[src/csp_params.svh]
`ifndef CSP_PARAMS_SVH
`define CSP_PARAMS_SVH

// source clock rate
`define CSP_CLK_MHZ 25
// register indices, byte address is four times the index
`define CSP_IDX_PRESCALE 8'h26
`define CSP_IDX_STATUS 8'h27
`define CSP_IDX_CONTROL 8'h28
// prescale register fields
`define CSP_UNLOCK_BIT 7
`define CSP_DIV_RST_DIV8 4'h3
`define CSP_DIV_RST_NONE 4'h0
`define CSP_DIV_MAX_CODE 4'h8
`define CSP_UNLOCK_CYC 4
// fuse codes, zero means programmed
`define CSP_SRC_LF_XTAL 4'h6
// start-up counts in source cycles
`define CSP_CK_6 6
`define CSP_CK_14 14
`define CSP_CK_258 258
`define CSP_CK_1K 1024
`define CSP_CK_16K 16384
`define CSP_CK_32K 32768
// real-time delays in microseconds and their cycle counts
`define CSP_T_4MS_US 4000
`define CSP_T_64MS_US 64000
`define CSP_T_BRN_US 60
`define CSP_CYC_4MS (`CSP_T_4MS_US * `CSP_CLK_MHZ)
`define CSP_CYC_64MS (`CSP_T_64MS_US * `CSP_CLK_MHZ)
`define CSP_CYC_BRN (`CSP_T_BRN_US * `CSP_CLK_MHZ)
// control and status bits
`define CSP_CTL_BRN_OFF_BIT 0
`define CSP_STS_RUN_BIT 0
`define CSP_STS_BAD_CFG_BIT 1
`define CSP_STS_BUSY_BIT 2

`endif

[src/csp_pkg.sv]
package csp_pkg;
    typedef enum logic [1:0] {
        ST_INIT = 2'b00,
        ST_COUNT = 2'b01,
        ST_RUN = 2'b10,
        ST_SLEEP = 2'b11
    } csp_state_t;
    typedef enum logic [1:0] {
        DLY_NONE = 2'b00,
        DLY_4MS = 2'b01,
        DLY_64MS = 2'b10
    } csp_ms_t;
endpackage : csp_pkg

[src/csp_clock_ctrl.sv]
// Functional notes
// - source code 0110 selects the low-frequency watch crystal
// - low-frequency crystal start-up codes set wake and reset delay; 11 reserved
// - upper three source bits pick crystal amplifier frequency range
// - lowest source bit plus start-up code sets crystal wake delay
// - crystal mode reset delay is 14CK, plus nothing (codes 2 and 5), 4 ms or 64 ms per code
// - brown-out detector off stretches wake-up to about 60 us
// - factory fuses give internal RC source divided by eight
// - CPU, I/O, ADC and flash clocks share one division factor
// - division change is glitch free, never faster than old or new
// - prescaler counts undivided source clock; count state not readable
// - new rate active after T1+T2 to T1+2*T2, two edges between
// - output fuse drives system clock on output pin, any source
// - clock output pin stays quiet during reset
// - output pin carries the divided system clock
// - division codes 0 to 8 give factors 1 to 256, others reserved
// - unlock write first, new value within four cycles, unlock self-clears
// - division field resets to 0011 with divide-by-eight fuse, else 0000
`timescale 1ns/100ps
`include "csp_params.svh"

module csp_clock_ctrl #(
    parameter int CK_16K = `CSP_CK_16K,
    parameter int CK_32K = `CSP_CK_32K,
    parameter int CYC_4MS = `CSP_CYC_4MS,
    parameter int CYC_64MS = `CSP_CYC_64MS
) (
    input wire logic MCLK, // undivided source clock
    input wire logic RSTN, // async reset, active low
    input wire logic [7:0] AVS_ADDRESS, // byte address
    input wire logic AVS_READ, // read request
    input wire logic AVS_WRITE, // write request
    input wire logic [31:0] AVS_WRITEDATA, // write data
    output logic [31:0] AVS_READDATA, // read data
    output logic AVS_WAITREQUEST, // stall
    input wire logic [3:0] CLOCK_SOURCE_SELECT_FUSES, // source select fuses
    input wire logic [1:0] STARTUP_TIME_FUSES, // start-up fuses
    input wire logic INITIAL_DIVIDE_BY_EIGHT_FUSE, // 0 = programmed
    input wire logic CLOCK_OUTPUT_FUSE, // 0 = programmed
    input wire logic SLEEP_REQ, // power-down while high
    output logic [2:0] OSCILLATOR_RANGE_SELECT, // amplifier range
    output logic CPU_CLK_EN, // cpu clock enable
    output logic IO_CLK_EN, // io clock enable
    output logic ADC_CLK_EN, // adc clock enable
    output logic FLASH_CLK_EN, // flash clock enable
    output logic SYS_CLK, // divided system clock
    output logic CLOCK_OUTPUT_PIN_OUT, // output pin level
    output logic CLOCK_OUTPUT_PIN_OE, // output pin enable
    output logic CORE_RUNNING // clocks released
);
    logic rst_meta_ff;
    logic rst_n;
    csp_pkg::csp_state_t state_ff;
    csp_pkg::csp_state_t nxt_state;
    logic [23:0] dly_ff;
    logic [23:0] nxt_dly;
    logic [3:0] div_sel_ff;
    logic [3:0] div_act_ff;
    logic unlock_ff;
    logic [1:0] unl_cnt_ff;
    logic [7:0] cnt_ff;
    logic [7:0] nxt_cnt;
    logic div_clk_ff;
    logic brn_off_ff;
    logic ack_ff;
    logic oe_ff;
    logic [2:0] range_ff;
    logic [31:0] rdata_ff;

    always_ff @(posedge MCLK or negedge RSTN) begin
        if (!RSTN) begin
            rst_meta_ff <= 1'b0;
            rst_n <= 1'b0;
        end else begin
            rst_meta_ff <= 1'b1;
            rst_n <= rst_meta_ff;
        end
    end

    // fuse decode
    wire [3:0] src = CLOCK_SOURCE_SELECT_FUSES;
    wire [1:0] sut = STARTUP_TIME_FUSES;
    wire is_lf = (src == `CSP_SRC_LF_XTAL);
    wire is_xo = src[3];
    wire [2:0] xo_code = {src[0], sut};
    wire bad_cfg = (!is_xo && src[0]) || (!is_xo && sut == 2'b11);
    wire [23:0] xo_wake = (xo_code <= 3'd1) ? 24'(`CSP_CK_258) :
        (xo_code <= 3'd4) ? 24'(`CSP_CK_1K) : 24'(CK_16K);
    wire [23:0] lf_wake = (sut == 2'b10) ? 24'(CK_32K) : 24'(`CSP_CK_1K);
    wire [23:0] sel_wake = bad_cfg ? 24'(CK_32K) : is_xo ? xo_wake :
        is_lf ? lf_wake : 24'(`CSP_CK_6);
    wire [23:0] wake_ck = (brn_off_ff && sel_wake < 24'(`CSP_CYC_BRN)) ?
        24'(`CSP_CYC_BRN) : sel_wake;
    wire [1:0] xo_ms = (xo_code == 3'd0 || xo_code == 3'd3 || xo_code == 3'd6) ?
        csp_pkg::DLY_4MS : (xo_code == 3'd2 || xo_code == 3'd5) ?
        csp_pkg::DLY_NONE : csp_pkg::DLY_64MS;
    wire [1:0] lf_ms = (sut == 2'b00) ? csp_pkg::DLY_4MS : csp_pkg::DLY_64MS;
    wire [1:0] oth_ms = (sut == 2'b00) ? csp_pkg::DLY_NONE :
        (sut == 2'b01) ? csp_pkg::DLY_4MS : csp_pkg::DLY_64MS;
    wire [1:0] ms_sel = bad_cfg ? csp_pkg::DLY_64MS : is_xo ? xo_ms :
        is_lf ? lf_ms : oth_ms;
    wire [23:0] ms_cyc = (ms_sel == csp_pkg::DLY_4MS) ? 24'(CYC_4MS) :
        (ms_sel == csp_pkg::DLY_64MS) ? 24'(CYC_64MS) : 24'h00_0000;
    wire [23:0] ck14 = is_lf ? 24'h00_0000 : 24'(`CSP_CK_14);
    wire [23:0] rst_total = wake_ck + ck14 + ms_cyc;

    always_comb begin
        nxt_state = state_ff;
        nxt_dly = dly_ff;
        case (state_ff)
            csp_pkg::ST_INIT: begin
                nxt_state = csp_pkg::ST_COUNT;
                nxt_dly = rst_total;
            end
            csp_pkg::ST_COUNT: begin
                if (dly_ff <= 24'h00_0001) begin
                    nxt_state = csp_pkg::ST_RUN;
                end
                nxt_dly = dly_ff - 24'h00_0001;
            end
            csp_pkg::ST_RUN: begin
                if (SLEEP_REQ) begin
                    nxt_state = csp_pkg::ST_SLEEP;
                end
            end
            csp_pkg::ST_SLEEP: begin
                if (!SLEEP_REQ) begin
                    nxt_state = csp_pkg::ST_COUNT;
                    nxt_dly = wake_ck;
                end
            end
            default: begin
                nxt_state = csp_pkg::ST_INIT;
            end
        endcase
    end

    always_ff @(posedge MCLK or negedge rst_n) begin
        if (!rst_n) begin
            state_ff <= csp_pkg::ST_INIT;
            dly_ff <= 24'h00_0000;
        end else begin
            state_ff <= nxt_state;
            dly_ff <= nxt_dly;
        end
    end

    wire run = (state_ff == csp_pkg::ST_RUN);

    // bus slave, one wait cycle per access
    wire req = AVS_READ || AVS_WRITE;
    wire fire_wr = AVS_WRITE && ack_ff;
    wire sel_pre = (AVS_ADDRESS == 8'(`CSP_IDX_PRESCALE * 4));
    wire sel_sts = (AVS_ADDRESS == 8'(`CSP_IDX_STATUS * 4));
    wire sel_ctl = (AVS_ADDRESS == 8'(`CSP_IDX_CONTROL * 4));
    wire [7:0] wd = AVS_WRITEDATA[7:0];
    wire wr_unlock = fire_wr && sel_pre && wd == 8'h80 && !unlock_ff;
    wire wr_div = fire_wr && sel_pre && !wd[`CSP_UNLOCK_BIT] && unlock_ff;
    wire unl_expire = unlock_ff && unl_cnt_ff == 2'(`CSP_UNLOCK_CYC - 1);
    wire [7:0] pre_rd = {unlock_ff, 3'b000, div_sel_ff};
    wire [7:0] sts_rd = {div_act_ff, 1'b0, state_ff != csp_pkg::ST_RUN,
        bad_cfg, run};
    wire [7:0] rd_mux = sel_pre ? pre_rd : sel_sts ? sts_rd :
        sel_ctl ? {7'b000_0000, brn_off_ff} : 8'h00;
    assign AVS_WAITREQUEST = req && !ack_ff;
    assign AVS_READDATA = rdata_ff;

    always_ff @(posedge MCLK or negedge rst_n) begin
        if (!rst_n) begin
            ack_ff <= 1'b0;
            rdata_ff <= 32'h0000_0000;
            brn_off_ff <= 1'b0;
        end else begin
            ack_ff <= req && !ack_ff;
            if (AVS_READ && !ack_ff) begin
                rdata_ff <= {24'h00_0000, rd_mux};
            end
            if (fire_wr && sel_ctl) begin
                brn_off_ff <= wd[`CSP_CTL_BRN_OFF_BIT];
            end
        end
    end

    always_ff @(posedge MCLK or negedge rst_n) begin
        if (!rst_n) begin
            unlock_ff <= 1'b0;
            unl_cnt_ff <= 2'b00;
        end else begin
            unlock_ff <= wr_unlock || (unlock_ff && !wr_div && !unl_expire);
            unl_cnt_ff <= unlock_ff ? unl_cnt_ff + 2'b01 : 2'b00;
        end
    end

    wire [3:0] div_init = INITIAL_DIVIDE_BY_EIGHT_FUSE ? `CSP_DIV_RST_NONE :
        `CSP_DIV_RST_DIV8;
    // reserved codes fall back to the largest factor
    wire [3:0] div_eff = (div_act_ff > `CSP_DIV_MAX_CODE) ? `CSP_DIV_MAX_CODE :
        div_act_ff;
    wire [8:0] factor = 9'h001 << div_eff;
    wire [7:0] fm1 = 8'(factor - 9'h001);
    wire [7:0] half = 8'(factor >> 1);
    wire tick = run && (cnt_ff == fm1);
    assign nxt_cnt = (!run || tick) ? 8'h00 : cnt_ff + 8'h01;

    always_ff @(posedge MCLK or negedge rst_n) begin
        if (!rst_n) begin
            div_sel_ff <= `CSP_DIV_RST_NONE;
            div_act_ff <= `CSP_DIV_RST_NONE;
        end else if (state_ff == csp_pkg::ST_INIT) begin
            div_sel_ff <= div_init;
            div_act_ff <= div_init;
        end else begin
            if (wr_div) begin
                div_sel_ff <= wd[3:0];
            end
            // switch only at a period boundary or while not running
            if (tick || !run) begin
                div_act_ff <= div_sel_ff;
            end
        end
    end

    always_ff @(posedge MCLK or negedge rst_n) begin
        if (!rst_n) begin
            cnt_ff <= 8'h00;
            div_clk_ff <= 1'b0;
            oe_ff <= 1'b0;
            range_ff <= 3'b000;
        end else begin
            cnt_ff <= nxt_cnt;
            // low as soon as running ends, so sleep never leaves the pin high
            div_clk_ff <= (nxt_state == csp_pkg::ST_RUN) && (nxt_cnt < half);
            oe_ff <= !CLOCK_OUTPUT_FUSE;
            range_ff <= is_xo ? src[3:1] : 3'b000;
        end
    end

    assign CPU_CLK_EN = tick;
    assign IO_CLK_EN = tick;
    assign ADC_CLK_EN = tick;
    assign FLASH_CLK_EN = tick;
    // divided clock on the pin, quiet while not running
    wire sys_clk_w = (div_eff == 4'h0) ? (MCLK && run) : div_clk_ff;
    assign SYS_CLK = sys_clk_w;
    assign CLOCK_OUTPUT_PIN_OUT = oe_ff && sys_clk_w;
    assign CLOCK_OUTPUT_PIN_OE = oe_ff;
    assign OSCILLATOR_RANGE_SELECT = range_ff;
    assign CORE_RUNNING = run;
endmodule : csp_clock_ctrl

[config.mk]
export PLATFORM = sky130hd
export DESIGN_NAME = csp_clock_ctrl
export DESIGN_NICKNAME = d
export VERILOG_FILES = /design/src/csp_pkg.sv /design/src/csp_clock_ctrl.sv
export VERILOG_INCLUDE_DIRS = /design/src
export SDC_FILE = /design/constraint.sdc
export NUM_CORES = 1
export LEC_CHECK = 0
export BUFFER_PORTS_ARGS = -buffer_cell sky130_fd_sc_hd__buf_2
export CAP_MARGIN = 20
export CORE_AREA = 3 3 111 113
export DETAILED_ROUTE_END_ITERATION = 10
export DIE_AREA = 0 0 114 116
export PLACE_DENSITY_LB_ADDON = 0.15
export REMOVE_ABC_BUFFERS = 1
export SLEW_MARGIN = 20
export SYNTH_ARGS = -nofsm -noshare
export SYNTH_HDL_FRONTEND = slang
export SYNTH_SLANG_ARGS = --single-unit
[constraint.sdc]
create_clock -name MCLK -period 3.38 [get_ports MCLK]
set_input_delay 0.169 -clock MCLK [delete_from_list [all_inputs] [get_ports MCLK]]
set_output_delay 0.169 -clock MCLK [all_outputs]
set_load 0.05 [all_outputs]
==> results.yml, run 1 <==
run_status:
  status: "finished, final reports clean"
synthesis:
  syn_inst: 553
  yosysWarnings: 0
  yosysTopAreaCell: "dfrtp_1"
  synth_area_leaders: "dfrtp_1, ha_1, nand2_1, buf_4, o21ai_0"
  synth-seq-cells: 62
  ys_seq_area_share_pct: 33.9
  syn_avg_cell_area_um2: 8.28
  async_reset_ff_share_pct: 100
  synth_top_area_share_pct: 33.9
  synth_cell_types: 66
  syn_area_mm2: 0.00458
  synth_edf_count: 0
  synth_ff_type: "dfrtp_1"
placed_design:
  dp_slack_ns: -0.0665
  placedCellCount: 735
  portBuffers: 48
  place.gp.congestion: 0.818
  dp_hpwl_um: 8140
  place_area_mm2: 0.00494
global_route:
  use_met2_pct: 29.4
  grt_max_degree: 47
  use_met1_pct: 23.7
  grt_pass1_wl_um: 19400
  busiest_layer: "met2"
  grt.total_usage_pct: 18.8
  grtUsageMet3_pct: 6.11
  antenna_found_initial: 0
  grt_pass1_vias: 4037
  grt-ovfl-total: 0
hold_path:
  hp-class: "input port to flop"
clock_tree:
  clock_latency_ns: 0.45
  cts_tree: "yes"
  clk_pin_slew_ns: 0.06
die:
  initial_utilization_pct: 40.1
  die-area_mm2: 0.0132
  die_y_um: 116
  rows: 39
  dieWidth_um: 114
  core_mm2: 0.0114
  io_pins: 97
finish:
  drive_gt1_share_pct: 21.9
  area_growth_pct: 25.7
  final_cell_mix: "nand2_1, dfrtp_1, buf_2, nor2_1, o21ai_0"
  final_nets: 703
  final_common_cell: "nand2_1"
  finalInstanceArea_mm2: 0.00575
  fin_cells: 772
  num-fill-cells: 1079
  antenna_cells: 0
detailed_routing:
  wl_per_cell_um: 15.4
  route.detailed.drc: 0
  drtPass1Iterations: 4
  via_per_inst: 5.35
  initialDrtViolationCount: 285
  postRouteWirelength_um: 11900
  ant_nets: 0
  vias: 4129
sta:
  fin_tns_setup_ns: 0
  fin_worst_skew_ns: 0.00570
  tightest_slew_ns: 0.771
  finalCritPeriodShare_pct: 98.6
  rsz0062_at_grt: "yes"
  fmax_mhz: 300
  finalCriticalPeriod_ns: 3.33
  layout_setup_ws_ns: 0.0462
  hold_viol_final: 0
  setup-violations-final: 0
  final_max_slew_viol_count: 0
  slew_headroom_pct: 48.5
critical_path:
  path_class: "flop to flop"
  r2r_slack_ns: 0.05
  cp-start-kind: "flop"
  crit_required_ns: 3.71
  end_kind: "flop"
  path_max_fanout: 7
  cp.arrival_ns: 3.66
power:
  vdd.ir_drop.worst_v: 0.000410
  cellPowerDensity_mw_per_mm2: 557
  power_mw: 3.21
  p_leak_nw: 2.63
job:
  drv_cap: 0
-- synthesized netlist by cell type, types with 3 or more instances --
library cell,n
and2_1,9
or3_1,5
o21ai_0,39
o22ai_1,3
a21oi_1,33
dfrtp_1,62
a21o_1,7
a221oi_1,3
xor2_1,13
nor3_1,12
mux2_2,5
a211oi_1,3
nand2_1,66
inv_1,21
a22oi_1,3
nor4_1,8
a31oi_1,4
o221ai_1,4
clkbuf_1,20
xnor2_1,9
nand3_1,20
ha_1,25
o211ai_1,5
o31ai_1,4
buf_4,28
nand2b_1,11
buf_2,4
nor2b_1,14
and3_1,7
nor2_1,51
mux2i_1,7
-- through the flow --
step,utilization (%),hold slack [ns]
floorplan,-,-0.127
global placement,43.2,-0.0453
detailed placement,43.2,-0.0424
CTS,48.7,0.00241
global route,50.4,0.0181
finish,50.4,0.0109
-- sequential cells by signal, indices dropped and copies added, names as in the netlist, 2 cells and up --
name and flops:
dly_ff 24, state_ff 2, unl_cnt_ff 2, div_sel_ff 4
div_act_ff 4, AVS_READDATA 8, cnt_ff 8, OSCILLATOR_RANGE_SELECT 3
-- worst max-delay path: stages (launching register included) --
cell,delay (ns)
dfrtp_1,0.40
nor2_4,0.17
nand2_2,0.10
ha_4,0.18
buf_6,0.12
xor2_2,0.18
and3_1,0.18
o211ai_1,0.12
a2111oi_4,0.46
nand2b_4,0.33
nor2_4,0.06
ha_4,0.28
and4_1,0.24
o211ai_1,0.12
o211ai_1,0.22
a211oi_2,0.05
-- metal layers --
layer,up-vias,wire length (µm)
met5,-,0
met4,0,205
met3,23,527
met2,96,5740
met1,1975,5430
li1,2035,-
-- power breakdown --
group / total, mW / internal (mW) / switching, mW
combinational: 0.768 / 0.330 / 0.438
sequential: 1.05 / 0.881 / 0.174
clock: 1.38 / 0.987 / 0.398
-- cells by family (layout without fill, tap and decap cells) --
family                   after synthesis  in the layout  synth area share [%]
other                                  2             25                 0.164
adder cells (fa/ha/maj)               27             27                  7.71
XOR/XNOR                              22             22                  4.21
AO/OA/AOI/OAI                        131            131                  18.7
multiplexers                          12             12                  2.76
buffers and inverters                 75            128                  8.56
AND/OR/NAND/NOR                      222            222                  24.0
flip-flops                            62             62                  33.9
-- layout make-up --
cell class                      instances  area [µm²]  area share, %
Clock buffer                           22         473           8.22
Clock inverter                          5        81.3           1.41
Inverter                               21        78.8           1.37
Multi-Input combinational cell        439        2880           50.0
Sequential cell                        62        1560           27.1
Tap cell                              143         179           3.11
Timing Repair Buffer                   80         509           8.85
-- path summary, 6_finish.rpt --
path / cells after the start / end / startpoint
hold reg to reg: 0 / cnt_ff[3] / rst_n
hold / removal: 3 / unlock_ff / AVS_WRITEDATA[7]
setup reg to reg: 15 / div_clk_ff / div_act_ff[3]
max in group asynchronous: 1 / dly_ff[0] / rst_n
setup / recovery: 15 / div_clk_ff / div_act_ff[3]
min in group asynchronous: 2 / rst_n / RSTN
-- what timing repair did --
item                                   4_1_cts  5_1_grt
pin swaps                                    0       21
setup buffers                                0        4
resized for setup                            4       33
hold buffers                                 8        0
setup endpoints to repair                    2        1
endpoints found under the hold margin        9        0
Power figures use the tool's default switching activity.
==> inputs of run 2 (changes only) <==
CTS_BUF_LIST = sky130_fd_sc_hd__clkbuf_4 sky130_fd_sc_hd__clkbuf_8   (was default)
SLEW_MARGIN = 25   (was 20)
==> run 2 against run 1 <==
Net effect:
- sequential share of layout area is 0.51 points higher
- hold slack better by 0.022 ns
- combinational power grew 0.7%
==> results.yml, run 2 (synthesis gave the netlist of run 1 again) <==
sta:
  tightest_slew_ns: 0.773
  hold_viol_final: 0
  layout_setup_ws_ns: 0.0974
  final_max_slew_viol_count: 0
  fin_tns_setup_ns: 0
  fin_worst_skew_ns: 0.0107
  worst_hold_slack_ns: 0.0331
  slew_headroom_pct: 48.4
  setup-violations-final: 0
die:
  dieWidth_um: 114
  core_mm2: 0.0114
  die_y_um: 116
  io_pins: 97
  rows: 39
  initial_utilization_pct: 40.1
  die-area_mm2: 0.0132
detailed_routing:
  ant_nets: 0
  postRouteWirelength_um: 11900
  vias: 4157
  drtPass1Iterations: 4
  initialDrtViolationCount: 294
  via_per_inst: 5.34
  wl_per_cell_um: 15.3
  route.detailed.drc: 0
global_route:
  antenna_found_initial: 0
  grt.total_usage_pct: 18.9
  grt-ovfl-total: 0
  grt_pass1_wl_um: 19500
  grt_max_degree: 47
  grt_pass1_vias: 4134
placed_design:
  portBuffers: 48
  place_area_mm2: 0.00494
  place.gp.congestion: 0.818
  dp_hpwl_um: 8140
  dp_slack_ns: -0.0850
  placedCellCount: 735
finish:
  fin_cells: 778
  largest_reg_flops: 24
  final_common_cell: "nand2_1"
  antenna_cells: 0
  fin_util_pct: 49.4
  final_nets: 709
  final_cell_mix: "nand2_1, dfrtp_1, buf_2, nor2_1, o21ai_0"
  finalInstanceArea_mm2: 0.00564
  num-fill-cells: 1114
  area_growth_pct: 23.3
  drive_gt1_share_pct: 22.7
  regMostFlops: "dly_ff"
critical_path:
  end_kind: "output port"
  critPathSlowestCell: "a21o_1"
  cpMostUsedCell: "clkbuf_8"
  cp_top_family: "buffers and inverters"
  crit_required_ns: 3.21
  path_max_fanout: 2
  max_stage_delay_ns: 0.18
  crit_buf_inv: 8
  path_class: "clock port to output port"
  cp-start-kind: "clock port"
  crit_chain: "clkbuf_8 > clkbuf_8 > clkbuf_8 > clkbuf_8 > clkbuf_8 > clkbuf_8 > nand2_2 > nor2_2 > a21o_1 > clkbuf_8 > and2_1 > buf_6"
  cp.arrival_ns: 3.11
power:
  vdd.ir_drop.worst_v: 0.000288
  p_leak_nw: 2.58
  cellPowerDensity_mw_per_mm2: 499
  power_mw: 2.82
job:
  drv_cap: 0
clock_tree:
  clock_latency_ns: 0.47
  clk_pin_slew_ns: 0.07
  cts_tree: "yes"
hold_path:
  hp-class: "input port to flop"
run_status:
  status: "finished, final reports clean"
## run 2: worst paths after layout
path | slack (ns) | depth (start not counted) | from | end
max reg2reg | 0.17 | 14 | div_act_ff[0] | div_clk_ff
min in group asynchronous | 0.35 | 0 | rst_n | cnt_ff[3]
min | 0.03 | 2 | AVS_ADDRESS[2] | AVS_READDATA[3]
max in group asynchronous | 2.35 | 1 | rst_n | dly_ff[5]
max | 0.1 | 12 | MCLK | CLOCK_OUTPUT_PIN_OUT
min reg2reg | 0.35 | 0 | rst_n | cnt_ff[3]
## run 2: area by class of cell
type	instances	area (µm²)	share of cell area [%]
clock buffers	23	299	5.30
well taps	143	179	3.17
flip-flops and latches	62	1560	27.6
inverters	21	78.8	1.40
repair buffers	85	556	9.84
clock inverters	5	81.3	1.44
multi-input cells	439	2890	51.3
## run 2: where the power goes
group	internal [mW]	switching, mW
combinational	0.329	0.444
clock	0.632	0.358
sequential	0.879	0.173
## run 2: routing by layer
metal	vias up	global-route usage (%)	routed length (µm)
met2	105	30.2	5810
met1	1992	23.3	5390
met5	-	0	0
met4	0	8.16	104
met3	11	6.32	624
li1	2049	-	-
## run 2: repair_timing
item                                    CTS  global route
resized for setup                         7            32
setup buffers                             0             5
endpoints found under the setup margin    2             5
hold endpoints to repair                 13             0
hold buffers                             13             0
pin swaps                                 0            22
